[src/hls_pkg.sv]
// Purpose: Shared constants for the hub link status and control register bank.
// Assumes: Byte offsets inside the 4 KB hub_link_window; dword-wide access with byte lanes.
// Notes:   Every offset, field position and reset value is named here once.
`default_nettype none
package hls_pkg;

    // Register byte offsets in the window
    localparam logic [11:0] OFF_VC1_RESOURCE_STATUS = 12'h026;
    localparam logic [11:0] OFF_LINK_CAPABILITIES   = 12'h084;
    localparam logic [11:0] OFF_LINK_CONTROL        = 12'h088;
    localparam logic [11:0] OFF_LINK_STATUS         = 12'h08A;
    localparam logic [11:0] OFF_UE_STATUS           = 12'h1C4;
    localparam logic [11:0] OFF_UE_MASK             = 12'h1C8;

    // Reset values
    localparam logic [15:0] VC1_RESOURCE_STATUS_RST = 16'h0000;
    localparam logic [31:0] LINK_CAPABILITIES_RST   = 32'h0001_2C41;
    localparam logic [15:0] LINK_CONTROL_RST        = 16'h0000;
    localparam logic [15:0] LINK_STATUS_RST         = 16'h0001;
    localparam logic [31:0] UE_STATUS_RST           = 32'h0000_0000;
    localparam logic [31:0] UE_MASK_RST             = 32'h0000_0000;

    // vc1_resource_status fields
    localparam int NEGOTIATION_PENDING_BIT = 1;

    // link_capabilities fields
    localparam int DEEP_SLEEP_EXIT_LSB    = 15;
    localparam int STANDBY_EXIT_LSB       = 12;
    localparam int EXIT_LATENCY_W         = 3;
    localparam int POWER_STATE_SUPPORT_LSB = 10;
    localparam int MAX_LANE_COUNT_LSB     = 4;
    localparam int MAX_SIGNAL_RATE_LSB    = 0;
    localparam logic [2:0] EXIT_LATENCY_RST    = 3'h2;
    localparam logic [1:0] POWER_STATE_SUPPORT = 2'h3;
    localparam logic [5:0] MAX_LANE_COUNT      = 6'h04;
    localparam logic [3:0] MAX_SIGNAL_RATE     = 4'h1;

    // link_control fields
    localparam int LONG_RESYNC_BIT         = 7;
    localparam int POWER_STATE_CONTROL_LSB = 0;
    localparam logic [1:0] PSC_DISABLED    = 2'h0;
    localparam logic [1:0] PSC_STANDBY_ON  = 2'h1;

    // link_status fields
    localparam int AGREED_LANE_COUNT_LSB   = 4;
    localparam int CURRENT_SIGNAL_RATE_LSB = 0;
    localparam logic [3:0] CURRENT_SIGNAL_RATE = 4'h1;

    // Uncorrectable error sources and their bit positions
    localparam int UE_COUNT = 6;
    localparam int UE_POS [UE_COUNT] = '{20, 18, 17, 16, 14, 4};
    localparam logic [31:0] UE_IMPL_MASK = 32'h0017_4010;

    // True when a byte address falls in the dword holding the given register
    function automatic logic dword_hit(input logic [11:0] addr, input logic [11:0] off);
        return addr[11:2] == off[11:2];
    endfunction

endpackage
`default_nettype wire

[src/hls_wr_if.sv]
// Purpose: Carries one register write from the bank's decoder to its field holders.
// Assumes: Single core clock; strobes last one cycle.
// Notes:   Byte lanes are already expanded into per-bit enables.
`timescale 1ns/1ns
`default_nettype none
interface hls_wr_if;
    logic        cap_wr;
    logic        ue_status_wr;
    logic        ue_mask_wr;
    logic [31:0] wr_bits;
    logic [31:0] wr_data;

    modport source (output cap_wr, output ue_status_wr, output ue_mask_wr,
                    output wr_bits, output wr_data);
    modport sink   (input cap_wr, input ue_status_wr, input ue_mask_wr,
                    input wr_bits, input wr_data);
endinterface
`default_nettype wire

[src/hls_hub_link_regs.sv]
// Purpose: Software-visible hub link status and control register bank.
// Assumes: One core clock; window accesses are dword-aligned with byte lanes;
//          link-side inputs come from logic on core_clk.
// Notes:   Ordinary reset spares the sticky error registers; cold_reset clears all.
// Operation
// - Channel-one negotiation-pending flag, read-only bit 1, resets to 0.
// - Capability bits 17:15 deep-sleep exit latency, default 010b, write-once.
// - Capability bits 14:12 standby exit latency, default 010b, write-once.
// - Capability bits 11:10 read-only 11b: standby state supported.
// - Capability bits 9:4 read-only maximum lane count, four lanes.
// - Capability bits 3:0 read-only maximum signal rate 1h.
// - Control bit 7 requests longer resync sequences on state exits.
// - Control bits 1:0: 00 off, 01 standby allowed, others reserved.
// - Status bits 9:4 report agreed lane count, four lanes read 000100b.
// - Status bits 3:0 report signal rate 1h; register resets to 0001h.
// - Error status holds one bit per source at fixed positions.
// - Error bit set by hardware, cleared by writing one, resets to zero.
// - One mask bit per error status bit, same position.
// - Masked errors are logged but not reported; unmasked errors are reported when their status bit is clear.
// - Mask bits read-write, default zero; unused bits read zero.
`timescale 1ns/1ns
`default_nettype none
module hls_hub_link_regs
    import hls_pkg::*;
#(
    parameter int N_ERR = UE_COUNT
) (
    input  wire logic             core_clk,
    input  wire logic             reset,
    input  wire logic             cold_reset,
    input  wire logic             reg_req,
    input  wire logic             reg_write,
    input  wire logic [11:0]      reg_addr,
    input  wire logic [3:0]       reg_byte_en,
    input  wire logic [31:0]      reg_wdata,
    output var  logic [31:0]      reg_rdata,
    output var  logic             reg_ack,
    input  wire logic             vc1_negotiating,
    input  wire logic [5:0]       link_lane_count,
    input  wire logic [N_ERR-1:0] ue_event,
    output var  logic [2:0]       deep_sleep_exit_latency,
    output var  logic [2:0]       standby_exit_latency,
    output var  logic             long_resync,
    output var  logic [1:0]       power_state_control,
    output var  logic             standby_entry_enable,
    output var  logic             error_report
);
    hls_wr_if wr ();

    logic        warm;
    logic        wr_stb;
    logic [31:0] lane_bits;
    logic        negotiation_pending;
    logic [5:0]  agreed_lane_count;
    logic [31:0] ue_status_word;
    logic [31:0] ue_mask_word;
    logic [31:0] next_rdata;

    initial begin
        if (N_ERR != UE_COUNT) begin
            $error("hls_hub_link_regs: error source count is fixed by the layout");
        end
    end

    // The sticky error bits are the only state that the warm reset spares
    assign warm   = reset || cold_reset;
    assign wr_stb = reg_req && reg_write;

    for (genvar b = 0; b < 4; b++) begin : g_lane
        assign lane_bits[8*b +: 8] = {8{reg_byte_en[b]}};
    end

    assign wr.wr_bits      = lane_bits;
    assign wr.wr_data      = reg_wdata;
    assign wr.cap_wr       = wr_stb && dword_hit(reg_addr, OFF_LINK_CAPABILITIES);
    assign wr.ue_status_wr = wr_stb && dword_hit(reg_addr, OFF_UE_STATUS);
    assign wr.ue_mask_wr   = wr_stb && dword_hit(reg_addr, OFF_UE_MASK);

    // Write-once exit latency fields
    hls_write_once #(
        .LSB (DEEP_SLEEP_EXIT_LSB),
        .W   (EXIT_LATENCY_W),
        .RST (EXIT_LATENCY_RST)
    ) u_deep_sleep_exit (
        .core_clk (core_clk),
        .reset    (warm),
        .bus      (wr.sink),
        .field    (deep_sleep_exit_latency)
    );

    hls_write_once #(
        .LSB (STANDBY_EXIT_LSB),
        .W   (EXIT_LATENCY_W),
        .RST (EXIT_LATENCY_RST)
    ) u_standby_exit (
        .core_clk (core_clk),
        .reset    (warm),
        .bus      (wr.sink),
        .field    (standby_exit_latency)
    );

    hls_error_log #(
        .N (N_ERR)
    ) u_error_log (
        .core_clk     (core_clk),
        .cold_reset   (cold_reset),
        .reset        (reset),
        .bus          (wr.sink),
        .ue_event     (ue_event),
        .status_word  (ue_status_word),
        .mask_word    (ue_mask_word),
        .error_report (error_report)
    );

    // Link control: only byte lane 0 holds implemented bits
    always_ff @(posedge core_clk) begin
        if (warm) begin
            long_resync         <= LINK_CONTROL_RST[LONG_RESYNC_BIT];
            power_state_control <= LINK_CONTROL_RST[POWER_STATE_CONTROL_LSB +: 2];
        end else if (wr_stb && dword_hit(reg_addr, OFF_LINK_CONTROL) && reg_byte_en[0]) begin
            long_resync         <= reg_wdata[LONG_RESYNC_BIT];
            power_state_control <= reg_wdata[POWER_STATE_CONTROL_LSB +: 2];
        end
    end

    // Reserved codes are stored for readback but never enable standby entry
    always_ff @(posedge core_clk) begin
        if (warm) begin
            standby_entry_enable <= 1'b0;
        end else begin
            standby_entry_enable <= (power_state_control == PSC_STANDBY_ON);
        end
    end

    // Link-side status, sampled every cycle once out of reset
    always_ff @(posedge core_clk) begin
        if (warm) begin
            negotiation_pending <= VC1_RESOURCE_STATUS_RST[NEGOTIATION_PENDING_BIT];
            agreed_lane_count   <= LINK_STATUS_RST[AGREED_LANE_COUNT_LSB +: 6];
        end else begin
            negotiation_pending <= vc1_negotiating;
            agreed_lane_count   <= link_lane_count;
        end
    end

    // Read mux; unmapped dwords and reserved bits read zero
    always_comb begin
        next_rdata = '0;
        if (dword_hit(reg_addr, OFF_VC1_RESOURCE_STATUS)) begin
            next_rdata[16 + NEGOTIATION_PENDING_BIT] = negotiation_pending;
        end else if (dword_hit(reg_addr, OFF_LINK_CAPABILITIES)) begin
            next_rdata[DEEP_SLEEP_EXIT_LSB +: 3]     = deep_sleep_exit_latency;
            next_rdata[STANDBY_EXIT_LSB +: 3]        = standby_exit_latency;
            next_rdata[POWER_STATE_SUPPORT_LSB +: 2] = POWER_STATE_SUPPORT;
            next_rdata[MAX_LANE_COUNT_LSB +: 6]      = MAX_LANE_COUNT;
            next_rdata[MAX_SIGNAL_RATE_LSB +: 4]     = MAX_SIGNAL_RATE;
        end else if (dword_hit(reg_addr, OFF_LINK_CONTROL)) begin
            next_rdata[LONG_RESYNC_BIT]                   = long_resync;
            next_rdata[POWER_STATE_CONTROL_LSB +: 2]      = power_state_control;
            next_rdata[16 + AGREED_LANE_COUNT_LSB +: 6]   = agreed_lane_count;
            next_rdata[16 + CURRENT_SIGNAL_RATE_LSB +: 4] = CURRENT_SIGNAL_RATE;
        end else if (dword_hit(reg_addr, OFF_UE_STATUS)) begin
            next_rdata = ue_status_word & UE_IMPL_MASK;
        end else if (dword_hit(reg_addr, OFF_UE_MASK)) begin
            next_rdata = ue_mask_word & UE_IMPL_MASK;
        end
        next_rdata = next_rdata & lane_bits;
    end

    // One answer per request, one cycle later
    always_ff @(posedge core_clk) begin
        if (warm) begin
            reg_ack   <= 1'b0;
            reg_rdata <= '0;
        end else begin
            reg_ack   <= reg_req;
            reg_rdata <= (reg_req && !reg_write) ? next_rdata : '0;
        end
    end
endmodule
`default_nettype wire

[src/hls_write_once.sv]
// Purpose: One write-once field of link_capabilities.
// Assumes: Writes arrive as one-cycle strobes with per-bit enables.
// Notes:   Any write touching at least one bit of the field spends its single chance.
`timescale 1ns/1ns
`default_nettype none
module hls_write_once
    import hls_pkg::*;
#(
    parameter int             LSB = 12,
    parameter int             W   = 3,
    parameter logic [W-1:0]   RST = '0
) (
    input  wire logic         core_clk,
    input  wire logic         reset,
    hls_wr_if.sink            bus,
    output var  logic [W-1:0] field
);
    logic           locked;
    logic [W-1:0]   bits;

    initial begin
        if (LSB < 0 || LSB + W > 32) begin
            $error("hls_write_once: field outside the register");
        end
    end

    assign bits = bus.wr_bits[LSB +: W];

    always_ff @(posedge core_clk) begin
        if (reset) begin
            field  <= RST;
            locked <= 1'b0;
        end else if (bus.cap_wr && (|bits) && !locked) begin
            field  <= (field & ~bits) | (bus.wr_data[LSB +: W] & bits);
            locked <= 1'b1;
        end
    end
endmodule
`default_nettype wire

[src/hls_error_log.sv]
// Purpose: Uncorrectable error status and mask bits with the error-report pulse.
// Assumes: Error events are one-cycle pulses on core_clk from the link logic.
// Notes:   Status and mask are sticky: only the power-on reset clears them.
`timescale 1ns/1ns
`default_nettype none
module hls_error_log
    import hls_pkg::*;
#(
    parameter int N = UE_COUNT
) (
    input  wire logic         core_clk,
    input  wire logic         cold_reset,
    input  wire logic         reset,
    hls_wr_if.sink            bus,
    input  wire logic [N-1:0] ue_event,
    output var  logic [31:0]  status_word,
    output var  logic [31:0]  mask_word,
    output var  logic         error_report
);
    logic [N-1:0] status;
    logic [N-1:0] mask;
    logic [N-1:0] fresh;

    initial begin
        if (N != UE_COUNT) begin
            $error("hls_error_log: source count must match the position table");
        end
    end

    for (genvar i = 0; i < N; i++) begin : g_src
        localparam int P = UE_POS[i];

        // Set wins over a same-cycle write-one-to-clear
        always_ff @(posedge core_clk) begin
            if (cold_reset) begin
                status[i] <= 1'b0;
            end else if (ue_event[i]) begin
                status[i] <= 1'b1;
            end else if (bus.ue_status_wr && bus.wr_bits[P] && bus.wr_data[P]) begin
                status[i] <= 1'b0;
            end
        end

        always_ff @(posedge core_clk) begin
            if (cold_reset) begin
                mask[i] <= 1'b0;
            end else if (bus.ue_mask_wr && bus.wr_bits[P]) begin
                mask[i] <= bus.wr_data[P];
            end
        end

        // Masked sources still log but are never reported
        assign fresh[i] = ue_event[i] && !status[i] && !mask[i];
    end

    always_comb begin
        status_word = '0;
        mask_word   = '0;
        for (int k = 0; k < N; k++) begin
            status_word[UE_POS[k]] = status[k];
            mask_word[UE_POS[k]]   = mask[k];
        end
    end

    always_ff @(posedge core_clk) begin
        if (reset || cold_reset) begin
            error_report <= 1'b0;
        end else begin
            error_report <= |fresh;
        end
    end
endmodule
`default_nettype wire

[config.mk]
export PLATFORM = sky130hd
export DESIGN_NAME = hls_hub_link_regs
export DESIGN_NICKNAME = d
export VERILOG_FILES = /design/src/hls_pkg.sv /design/src/hls_wr_if.sv /design/src/hls_hub_link_regs.sv /design/src/hls_write_once.sv /design/src/hls_error_log.sv
export SDC_FILE = /design/constraint.sdc
export NUM_CORES = 1
export LEC_CHECK = 0
export BUFFER_PORTS_ARGS = -buffer_cell sky130_fd_sc_hd__buf_2
export CORE_ASPECT_RATIO = 0.9
export CORE_UTILIZATION = 49
export DETAILED_ROUTE_END_ITERATION = 10
export GPL_TIMING_DRIVEN = 0
export PLACE_DENSITY = 0.85
export RECOVER_POWER = 100
export SLEW_MARGIN = 30
export SYNTH_ARGS = -nofsm -noshare
export SYNTH_HDL_FRONTEND = slang
export SYNTH_SLANG_ARGS = --single-unit
[constraint.sdc]
create_clock -name core_clk -period 4.4 [get_ports core_clk]
set_input_delay 0.88 -clock core_clk [delete_from_list [all_inputs] [get_ports core_clk]]
set_output_delay 0.88 -clock core_clk [all_outputs]
set_load 0.01 [all_outputs]
* Word level (Yosys, flattened, before mapping)
Index checks and enable logic that the tools add are counted.
Word-level totals: input bits 66, bits in registers 65, logic and storage cells 125, output and inout bits 44
Cells by class: equal/unequal tests 6, reductions and logical operators 60, muxes and demuxes 25, bitwise logic cells 10
Operators by type and width (count):
- $logic_and 1x1->1 | 35
- $and 32x32->32 | 1
- $mux 32 | 1
- $mux 14 | 2
- $mux 21 | 1
- $eq 10x6->1 const B | 2
- $eq 10x7->1 const B | 2
- $mux 18 | 1
- $mux 17 | 1
- $logic_not 1->1 | 15
- $mux 1 | 14
- $and 3x3->3 | 4
- $reduce_bool 2->1 | 6
- $eq 10x4->1 const B | 1
- $mux 10 | 1
- $mux 8 | 1
- $mux 6 | 1
- $not 3->3 | 2
- $or 3x3->3 | 2
- $reduce_or 6->1 | 1
- $mux 5 | 1
- $reduce_or 2->1 | 2
- $eq 2x1->1 const B | 1
- $mux 2 | 1
- other kinds (2) | 2

* Longest topological paths before layout
Gate-level depths: netlist of run 1.
depth in word-level cells 7, gate-level depth with buffers 5, depth with buffers taken out 4

* Cells and area by module
A second synthesis of run 1 with hierarchy kept.
Unflattened totals: cell total of the unflattened synthesis 292, area total of the unflattened synthesis 2595.0 um^2
By module, submodules not included:
- hls_hub_link_regs | instances 1, sequential area each 620.6 um^2, area each 1320.0 um^2, cells an instance 134
- hls_error_log | instances 1, sequential area each 260.2 um^2, area each 914.6 um^2, cells an instance 120
- hls_write_once | instances 2, sequential area each 80.1 um^2, area each 180.2 um^2, cells an instance 19

* Worst setup path before layout of run 1
OpenSTA, ideal clock, no wires.
path kind input port to flip-flop, start input port reg_addr[9], end register u_error_log.mask[3], in the netlist u_error_log.mask_word[16], setup slack 2.170 ns, stages on the path 4, path buffers 0, required time 4.272 ns, setup time 0.128 ns, arrival time 2.102 ns, cell sequence or4b_4 nor4_4 mux2i_1 nor2_1
On the way: longest elaborated chain between the ends 3
RTL lines:
- from (decl) | RTL line hls_hub_link_regs.sv:33 | input wire logic [11:0] reg_addr,
- $eq 10x7->1 | RTL line hls_pkg.sv:56 | return addr[11:2] == off[11:2];
- $logic_and 1x1->1 | RTL line hls_hub_link_regs.sv:77 | assign wr.ue_mask_wr = wr_stb && dword_hit(reg_addr, OFF_UE_MASK);
- $logic_and 1x1->1 | RTL line hls_error_log.sv:47 | end else if (bus.ue_mask_wr && bus.wr_bits[P]) begin
- to (signal, indexed assignment) | RTL line hls_error_log.sv:48 | mask[i] <= bus.wr_data[P];
- to (decl) | RTL line hls_error_log.sv:21 | logic [N-1:0] mask;
No other way between the ends. A chain may end at the register's enable or synchronous reset.

* Worst setup path after layout of run 1
start input port reg_addr[2], end register reg_rdata[23]
On the way: longest elaborated chain between the ends 5, elaborated cells on any way between the ends 7, classes of those cells 3 x eq/ne; 3 x mux; 1 x bitwise
RTL lines:
- $eq 10x6->1 | RTL line hls_pkg.sv:56
- $mux 10 | RTL line hls_hub_link_regs.sv:157 | end else if (dword_hit(reg_addr, OFF_LINK_CONTROL)) begin
- $mux 14 | RTL line hls_hub_link_regs.sv:151 | end else if (dword_hit(reg_addr, OFF_LINK_CAPABILITIES)) begin
- $mux 14 * | RTL line hls_hub_link_regs.sv:149 | if (dword_hit(reg_addr, OFF_VC1_RESOURCE_STATUS)) begin
- $and 32x32->32 * | RTL line hls_hub_link_regs.sv:167 | next_rdata = next_rdata & lane_bits;
- to (signal assigned) | RTL line hls_hub_link_regs.sv:177 | reg_rdata <= (reg_req && !reg_write) ? next_rdata : '0;
- to (decl) | RTL line hls_hub_link_regs.sv:36 | output var logic [31:0] reg_rdata,
Every way passes the cells marked *; elsewhere a longest branch is shown, timed or not.

==> run metrics, run 1 <==
Area Overhead vs Synth=22.03%; Worst EP arrival=3190 ps; final number of max-transition violations=0; Vias/cell=5.129; kind of critical path=in -> reg; final critical path time including I/O delays and setup=2939 ps; Syn Area/Cell=9.650 µm²; Starting Density=52.12%; DR vias=1949; WL final=5031 µm; port bufs=75; fin crit share=66.80%; Die Y=65.29 µm; Residual DRC=0; Wirelength per Cell=13.24 µm; number of diodes=0; metal2 WL=2229 µm; total CTS buffers=5; clock root cell=clkbuf_8; Pleak=1.088 nW; initial antenna violation count=0; worst slack, placed=1766 ps; Clock Skew=6.182 ps; placer congestion estimate=0.8391; Die Wd=72.32 µm; Power Density=309.7 nW/µm²; first-pass GRT wire length=8183 µm; CTS resizes=0; Sum Neg Setup Slack=0 ps; met3 wire len=447 µm; Cell Area, Synth=2181 µm²; Crit path required time=4650 ps; layout filler cell count=399; Clock Latency Late Sink=310 ps; synthesized flop and latch total=52; Yosys Warn Count=0; Highest Signal Layer=met4; final cell count without fillers=380; final setup margin=1461 ps; Max FO, Critical Path=8; Die ar.=4722 µm²; share of cells above drive strength 1=19.69%; Seq/Total Area, Yosys=47.73%; 1st-iter DRT viols=187; Total GRT Usage=22.76%; Clock transition at path regs=90 ps; H-tree depth=2; Core Rows=22; Most used DFF post-synth=dfxtp_1; antenna viol nets, final=0; GR Overflow Total=0; fmax=340.2 MHz; largest net degree at the start of global routing=17; Max Cap Viol=0; final hold viol count=0; unrepaired setup endpoints after global routing=no; # IOs=110; first-pass detailed-route iteration total=4; Nets=385; clk buf depth=2; vias in the first global route=1784; Num Clock Sinks=52; CORE AREA=4184 µm²; Async S/R FF share, synth=0%; crit path launch type=input pin; setup bufs post-CTS=0; # setup viols final=0; Post-CTS Hold Fix Bufs=0; status=finished, final reports clean; VDD IR max=0.0002326 V; Cells after Synth=226; Worst Setup End Kind=register; Metal-1 WL=2236 µm; Overall Power=0.8243 mW; Worst Tran Pin Value=1232 ps; CTS tree=yes; Netlist cell types=42; worst min path class=reg -> reg; detailed placer's ending HPWL=3874 µm; Layout Utilization=63.61%; Worst slew margin=16.73%; Post-synth EDFFs=0; placed cells=372
==> per-layer routing <==
layer | up-vias | track usage [%]
li1 | 964 | -
met1 | 869 | 30.24
met4 | 0 | 9.559
met3 | 11 | 5.061
met5 | - | 0
met2 | 105 | 35.63
==> power breakdown <==
part	switching, mW	internal (mW)	total [mW]
Combinational	0.0378	0.0341	0.0719
Clock	0.157	0.113	0.271
Sequential	0.00391	0.478	0.482
Total	0.199	0.625	0.824
==> critical path: stages <==
cell and delay [ps]:
buf_2 120, nor4b_1 1040, and3_1 300, clkbuf_1 300, nor3b_1 380, and2_0 180
==> synthesized netlist by cell type (all sizes together), types with 2 or more instances <==
master	number	area, µm²
dfxtp	52	1041
nor2	26	97.59
and2	18	112.6
buf	14	102.6
nand3	11	55.05
a21oi	10	50.05
mux2i	9	90.09
nor3	8	40.04
inv	7	26.28
nand2	7	26.28
o31a	7	61.31
and3	6	37.54
clkbuf	6	22.52
nor4b	5	80.08
a22o	4	35.03
nor3b	4	30.03
nor4	4	40.04
a22oi	2	15.01
a32oi	2	17.52
and4b	2	20.02
nand4	2	12.51
o21a	2	15.01
o21ai	2	10.01
or3b	2	17.52
or4b	2	27.53
==> cells in the final DEF, fill, tap and decap left out, types with 2 or more instances in the layout <==
| master | netlist | final |
|---|---|---|
| o21a_1 | 2 | 2 |
| nor3b_1 | 4 | 4 |
| clkbuf_8 | 0 | 5 |
| a32oi_1 | 2 | 2 |
| nand4_1 | 2 | 2 |
| buf_4 | 13 | 13 |
| dfxtp_1 | 52 | 52 |
| nor4b_1 | 2 | 5 |
| conb_1 | 1 | 12 |
| inv_1 | 7 | 7 |
| and2_0 | 0 | 14 |
| a21oi_1 | 10 | 10 |
| and3_1 | 6 | 6 |
| nor2_1 | 26 | 26 |
| clkbuf_1 | 6 | 43 |
| mux2i_1 | 9 | 9 |
| and2_1 | 18 | 4 |
| buf_2 | 1 | 40 |
| a22o_1 | 4 | 4 |
| o31a_1 | 7 | 7 |
| nand2_1 | 7 | 7 |
| nor3_1 | 8 | 8 |
| and4b_1 | 2 | 2 |
| o21ai_0 | 2 | 2 |
| nor4_1 | 3 | 4 |
| a22oi_1 | 2 | 2 |
| nand3_1 | 11 | 11 |
==> final timing paths <==
| kind | start | to | slack (ps) | depth (start not counted) |
|---|---|---|---|---|
| min | agreed_lane_count[4] | reg_rdata[24] | 440 | 1 |
| max reg2reg | u_standby_exit.locked | register | 3120 | 4 |
| min reg2reg | agreed_lane_count[4] | reg_rdata[24] | 440 | 1 |
| max | reg_addr[2] | reg_rdata[23] | 1460 | 6 |
==> final cells by class <==
class / count / area [µm²] / share of cell area, %
multi-input combinational: 158 / 974.7 / 36.62
clock buffer: 6 / 72.57 / 2.727
timing repair buffer: 75 / 331.6 / 12.46
inverter: 7 / 26.28 / 0.9873
tap: 60 / 75.07 / 2.821
clock inverter: 2 / 16.27 / 0.6112
buffer: 20 / 123.9 / 4.654
sequential: 52 / 1041 / 39.12
==> cell families after synthesis <==
logic type / after synthesis / synth area share [%]
mux: 9 / 4.131
flops: 52 / 47.73
simple gates: 103 / 29.49
buf+inv: 27 / 6.942
other cells: 1 / 0.1720
compound gates: 34 / 11.53
==> stage by stage <==
stage                     cell area, µm²  hold WS [ps]
after CTS                           2761         437.3
after global placement              2673         409.8
after detailed placement            2673         415.4
after floorplan                     2222         405.7
after global routing                2661         469.0
final                               2661         437.7
Note: power is estimated with default switching activity, not from simulation.
==> inputs of run 2 (changes only) <==
CORE_UTILIZATION = 41   (was 49)
PLACE_DENSITY = 0.76   (was 0.85)
clock period = 2.65 ns   (was 4.4 ns; I/O delays follow)
==> run 2 against run 1 <==
Register-to-register slack got worse by 1700 ps. Via count up 0.21%. Sequential cell count did not move. Die area grew 19%. Global-route usage down 3.1 points. Largest cell class unchanged. Largest power group unchanged.
==> run metrics, run 2 (same netlist as run 1, synthesis figures left out) <==
status=finished, final reports clean; DR vias=1953 (+0.21%); Sum Neg Setup Slack=0 ps (unchanged); unrepaired setup endpoints after global routing=no; 1st-iter DRT viols=145 (-22%); port bufs=75 (unchanged); Num Clock Sinks=52 (unchanged); crit path launch type=input pin; clock power share=36.5% (+3.6 points); Seq pwr share=55.0% (-3.4 points); Nets=385 (unchanged); setup slack, reg-to-reg=1450 ps (-1670 ps); final number of max-transition violations=0 (unchanged); worst stage delay on the critical path=690 ps (-350 ps); share of cells above drive strength 1=20.63% (+0.94 points); Max FO, Critical Path=8 (unchanged); Buf/Inv on CP=2 (unchanged); Residual DRC=0 (unchanged); Crit path max-delay family=simple AND/OR/NAND/NOR gates; CTS resizes=0 (unchanged); Worst EP arrival=2420 ps (-770 ps); fmax=460.7 MHz; Top cell by count, worst path=clkbuf_1; Switching Share=22.22% (-1.9 points); final critical path time including I/O delays and setup=2171 ps; Placed Area=2679 µm² (+0.23%); crit-path cells=clkbuf_1 -> nor4b_2 -> and3_1 -> clkbuf_1 -> nor3b_1 -> and2_0; Starting Density=43.75% (-8.4 points); setup bufs post-CTS=0 (unchanged); Clock Skew=7.710 ps (+1.529 ps); clk buf depth=2 (unchanged); Critical Path Slowest Stage Cell=nor4b_2; Die Y=71.19 µm (+9.0%); Final Instance Area=2714 µm² (+2.0%); hold slack final=420.1 ps (-17.55 ps); placer congestion estimate=0.8593 (+2.4%); net switching power=0.3232 mW (+62%); initial antenna violation count=0 (unchanged); worst r2r path cells=4 (unchanged); CORE AREA=4985 µm² (+19%); Worst Tran Pin Value=954.8 ps (-276.9 ps); worst slack, placed=369.6 ps (-1396 ps); WL final=5307 µm (+5.5%); Core Rows=24 (+9.1%); Clock transition at path regs=90 ps (about the same); Wirelength per Cell=13.78 µm (+4.1%); Crit path required time=2900 ps (-1750 ps); number of diodes=0 (unchanged); Area Overhead vs Synth=24.44%; commonest cells after routing, fill and taps aside=dfxtp_1 (52), clkbuf_1 (43), buf_2 (40); Total GRT Usage=19.67% (-3.1 points); fin crit share=81.91%; Hold Startpoint=link_lane_count[3]; H-tree depth=2 (unchanged); Post-CTS Hold Fix Bufs=0 (unchanged); reg-to-reg startpoint=u_standby_exit.locked; Int Pwr=1.131 mW (+81%); Min-Delay Path Depth=2 (+1); total CTS buffers=5 (unchanged); Die Wd=78.88 µm (+9.1%); antenna viol nets, final=0 (unchanged); Pleak=1.113 nW (+2.3%); vias in the first global route=1719 (-3.6%); largest net degree at the start of global routing=16 (-1); clock root cell=clkbuf_8; kind of critical path=in -> reg; Worst Hold Path EP=agreed_lane_count[3]; Max Cap Viol=0 (unchanged); final hold viol count=0 (unchanged); Power Density=536.0 nW/µm² (+73%); CTS tree=yes; Worst Setup End Kind=register; final setup margin=479.5 ps (-981.1 ps); VDD IR max=0.0002906 V (+25%); Die ar.=5615 µm² (+19%); first-pass GRT wire length=8300 µm (+1.4%); detailed placer's ending HPWL=4090 µm (+5.6%); GR Overflow Total=0 (unchanged); combinational fraction of design power=8.5% (-0.2 points); Worst slew margin=35.45% (+19 points); first-pass detailed-route iteration total=4 (unchanged); # setup viols final=0 (unchanged); # IOs=110 (unchanged); Clock Latency Late Sink=300 ps (about the same); most common cell after layout, fill and taps aside=dfxtp_1; Vias/cell=5.073 (-1.1%); worst min path class=in -> reg
==> run 2: through the flow <==
stage               power, mW  cells  utilization, %
finish                  1.455    385           54.44
global route            1.518    385           54.44
CTS                     1.471    385           55.90
detailed placement     0.9449    377           53.74
global placement       0.9426    377           53.74
floorplan              0.8837    237               -
==> run 2: final cells by class <==
cell class,instances,area [µm²]
sequential,52,1041
tap,65,81.33
inverter,7,26.28
clock inverter,2,35.03
timing repair buffer,75,331.6
fill,505,2271
buffer,20,123.9
multi-input combinational,158,1002
clock buffer,6,72.57
==> run 2: routing by layer <==
metal / wire [µm] / GRT usage (%) / vias to the layer above
li1: - / - / 978
met5: 0 / 0 / -
met3: 531 / 5.032 / 4
met4: 79 / 7.273 / 0
met2: 2344 / 30.72 / 106
met1: 2351 / 26.24 / 865
==> run 2: worst max path at each step <==
| stage | startpoint | endpoint | cells after the start |
|---|---|---|---|
| floorplan | reg_addr[9] | u_error_log.mask_word[16] | 4 |
| global placement | reg_addr[2] | reg_rdata[22] | 6 |
| detailed placement | reg_addr[2] | reg_rdata[23] | 6 |
| CTS | reg_addr[2] | reg_rdata[23] | 6 |
| global route | reg_addr[4] | reg_rdata[23] | 6 |
| finish | reg_addr[4] | reg_rdata[23] | 6 |
==> run 2: power by group through the flow <==
stage | Clock [mW] | Combinational [mW] | Sequential (mW)
floorplan | 0 | 0.0672 | 0.817
global placement | 0 | 0.126 | 0.817
detailed placement | 0 | 0.128 | 0.817
CTS | 0.544 | 0.128 | 0.799
global route | 0.581 | 0.136 | 0.801
finish | 0.531 | 0.124 | 0.799
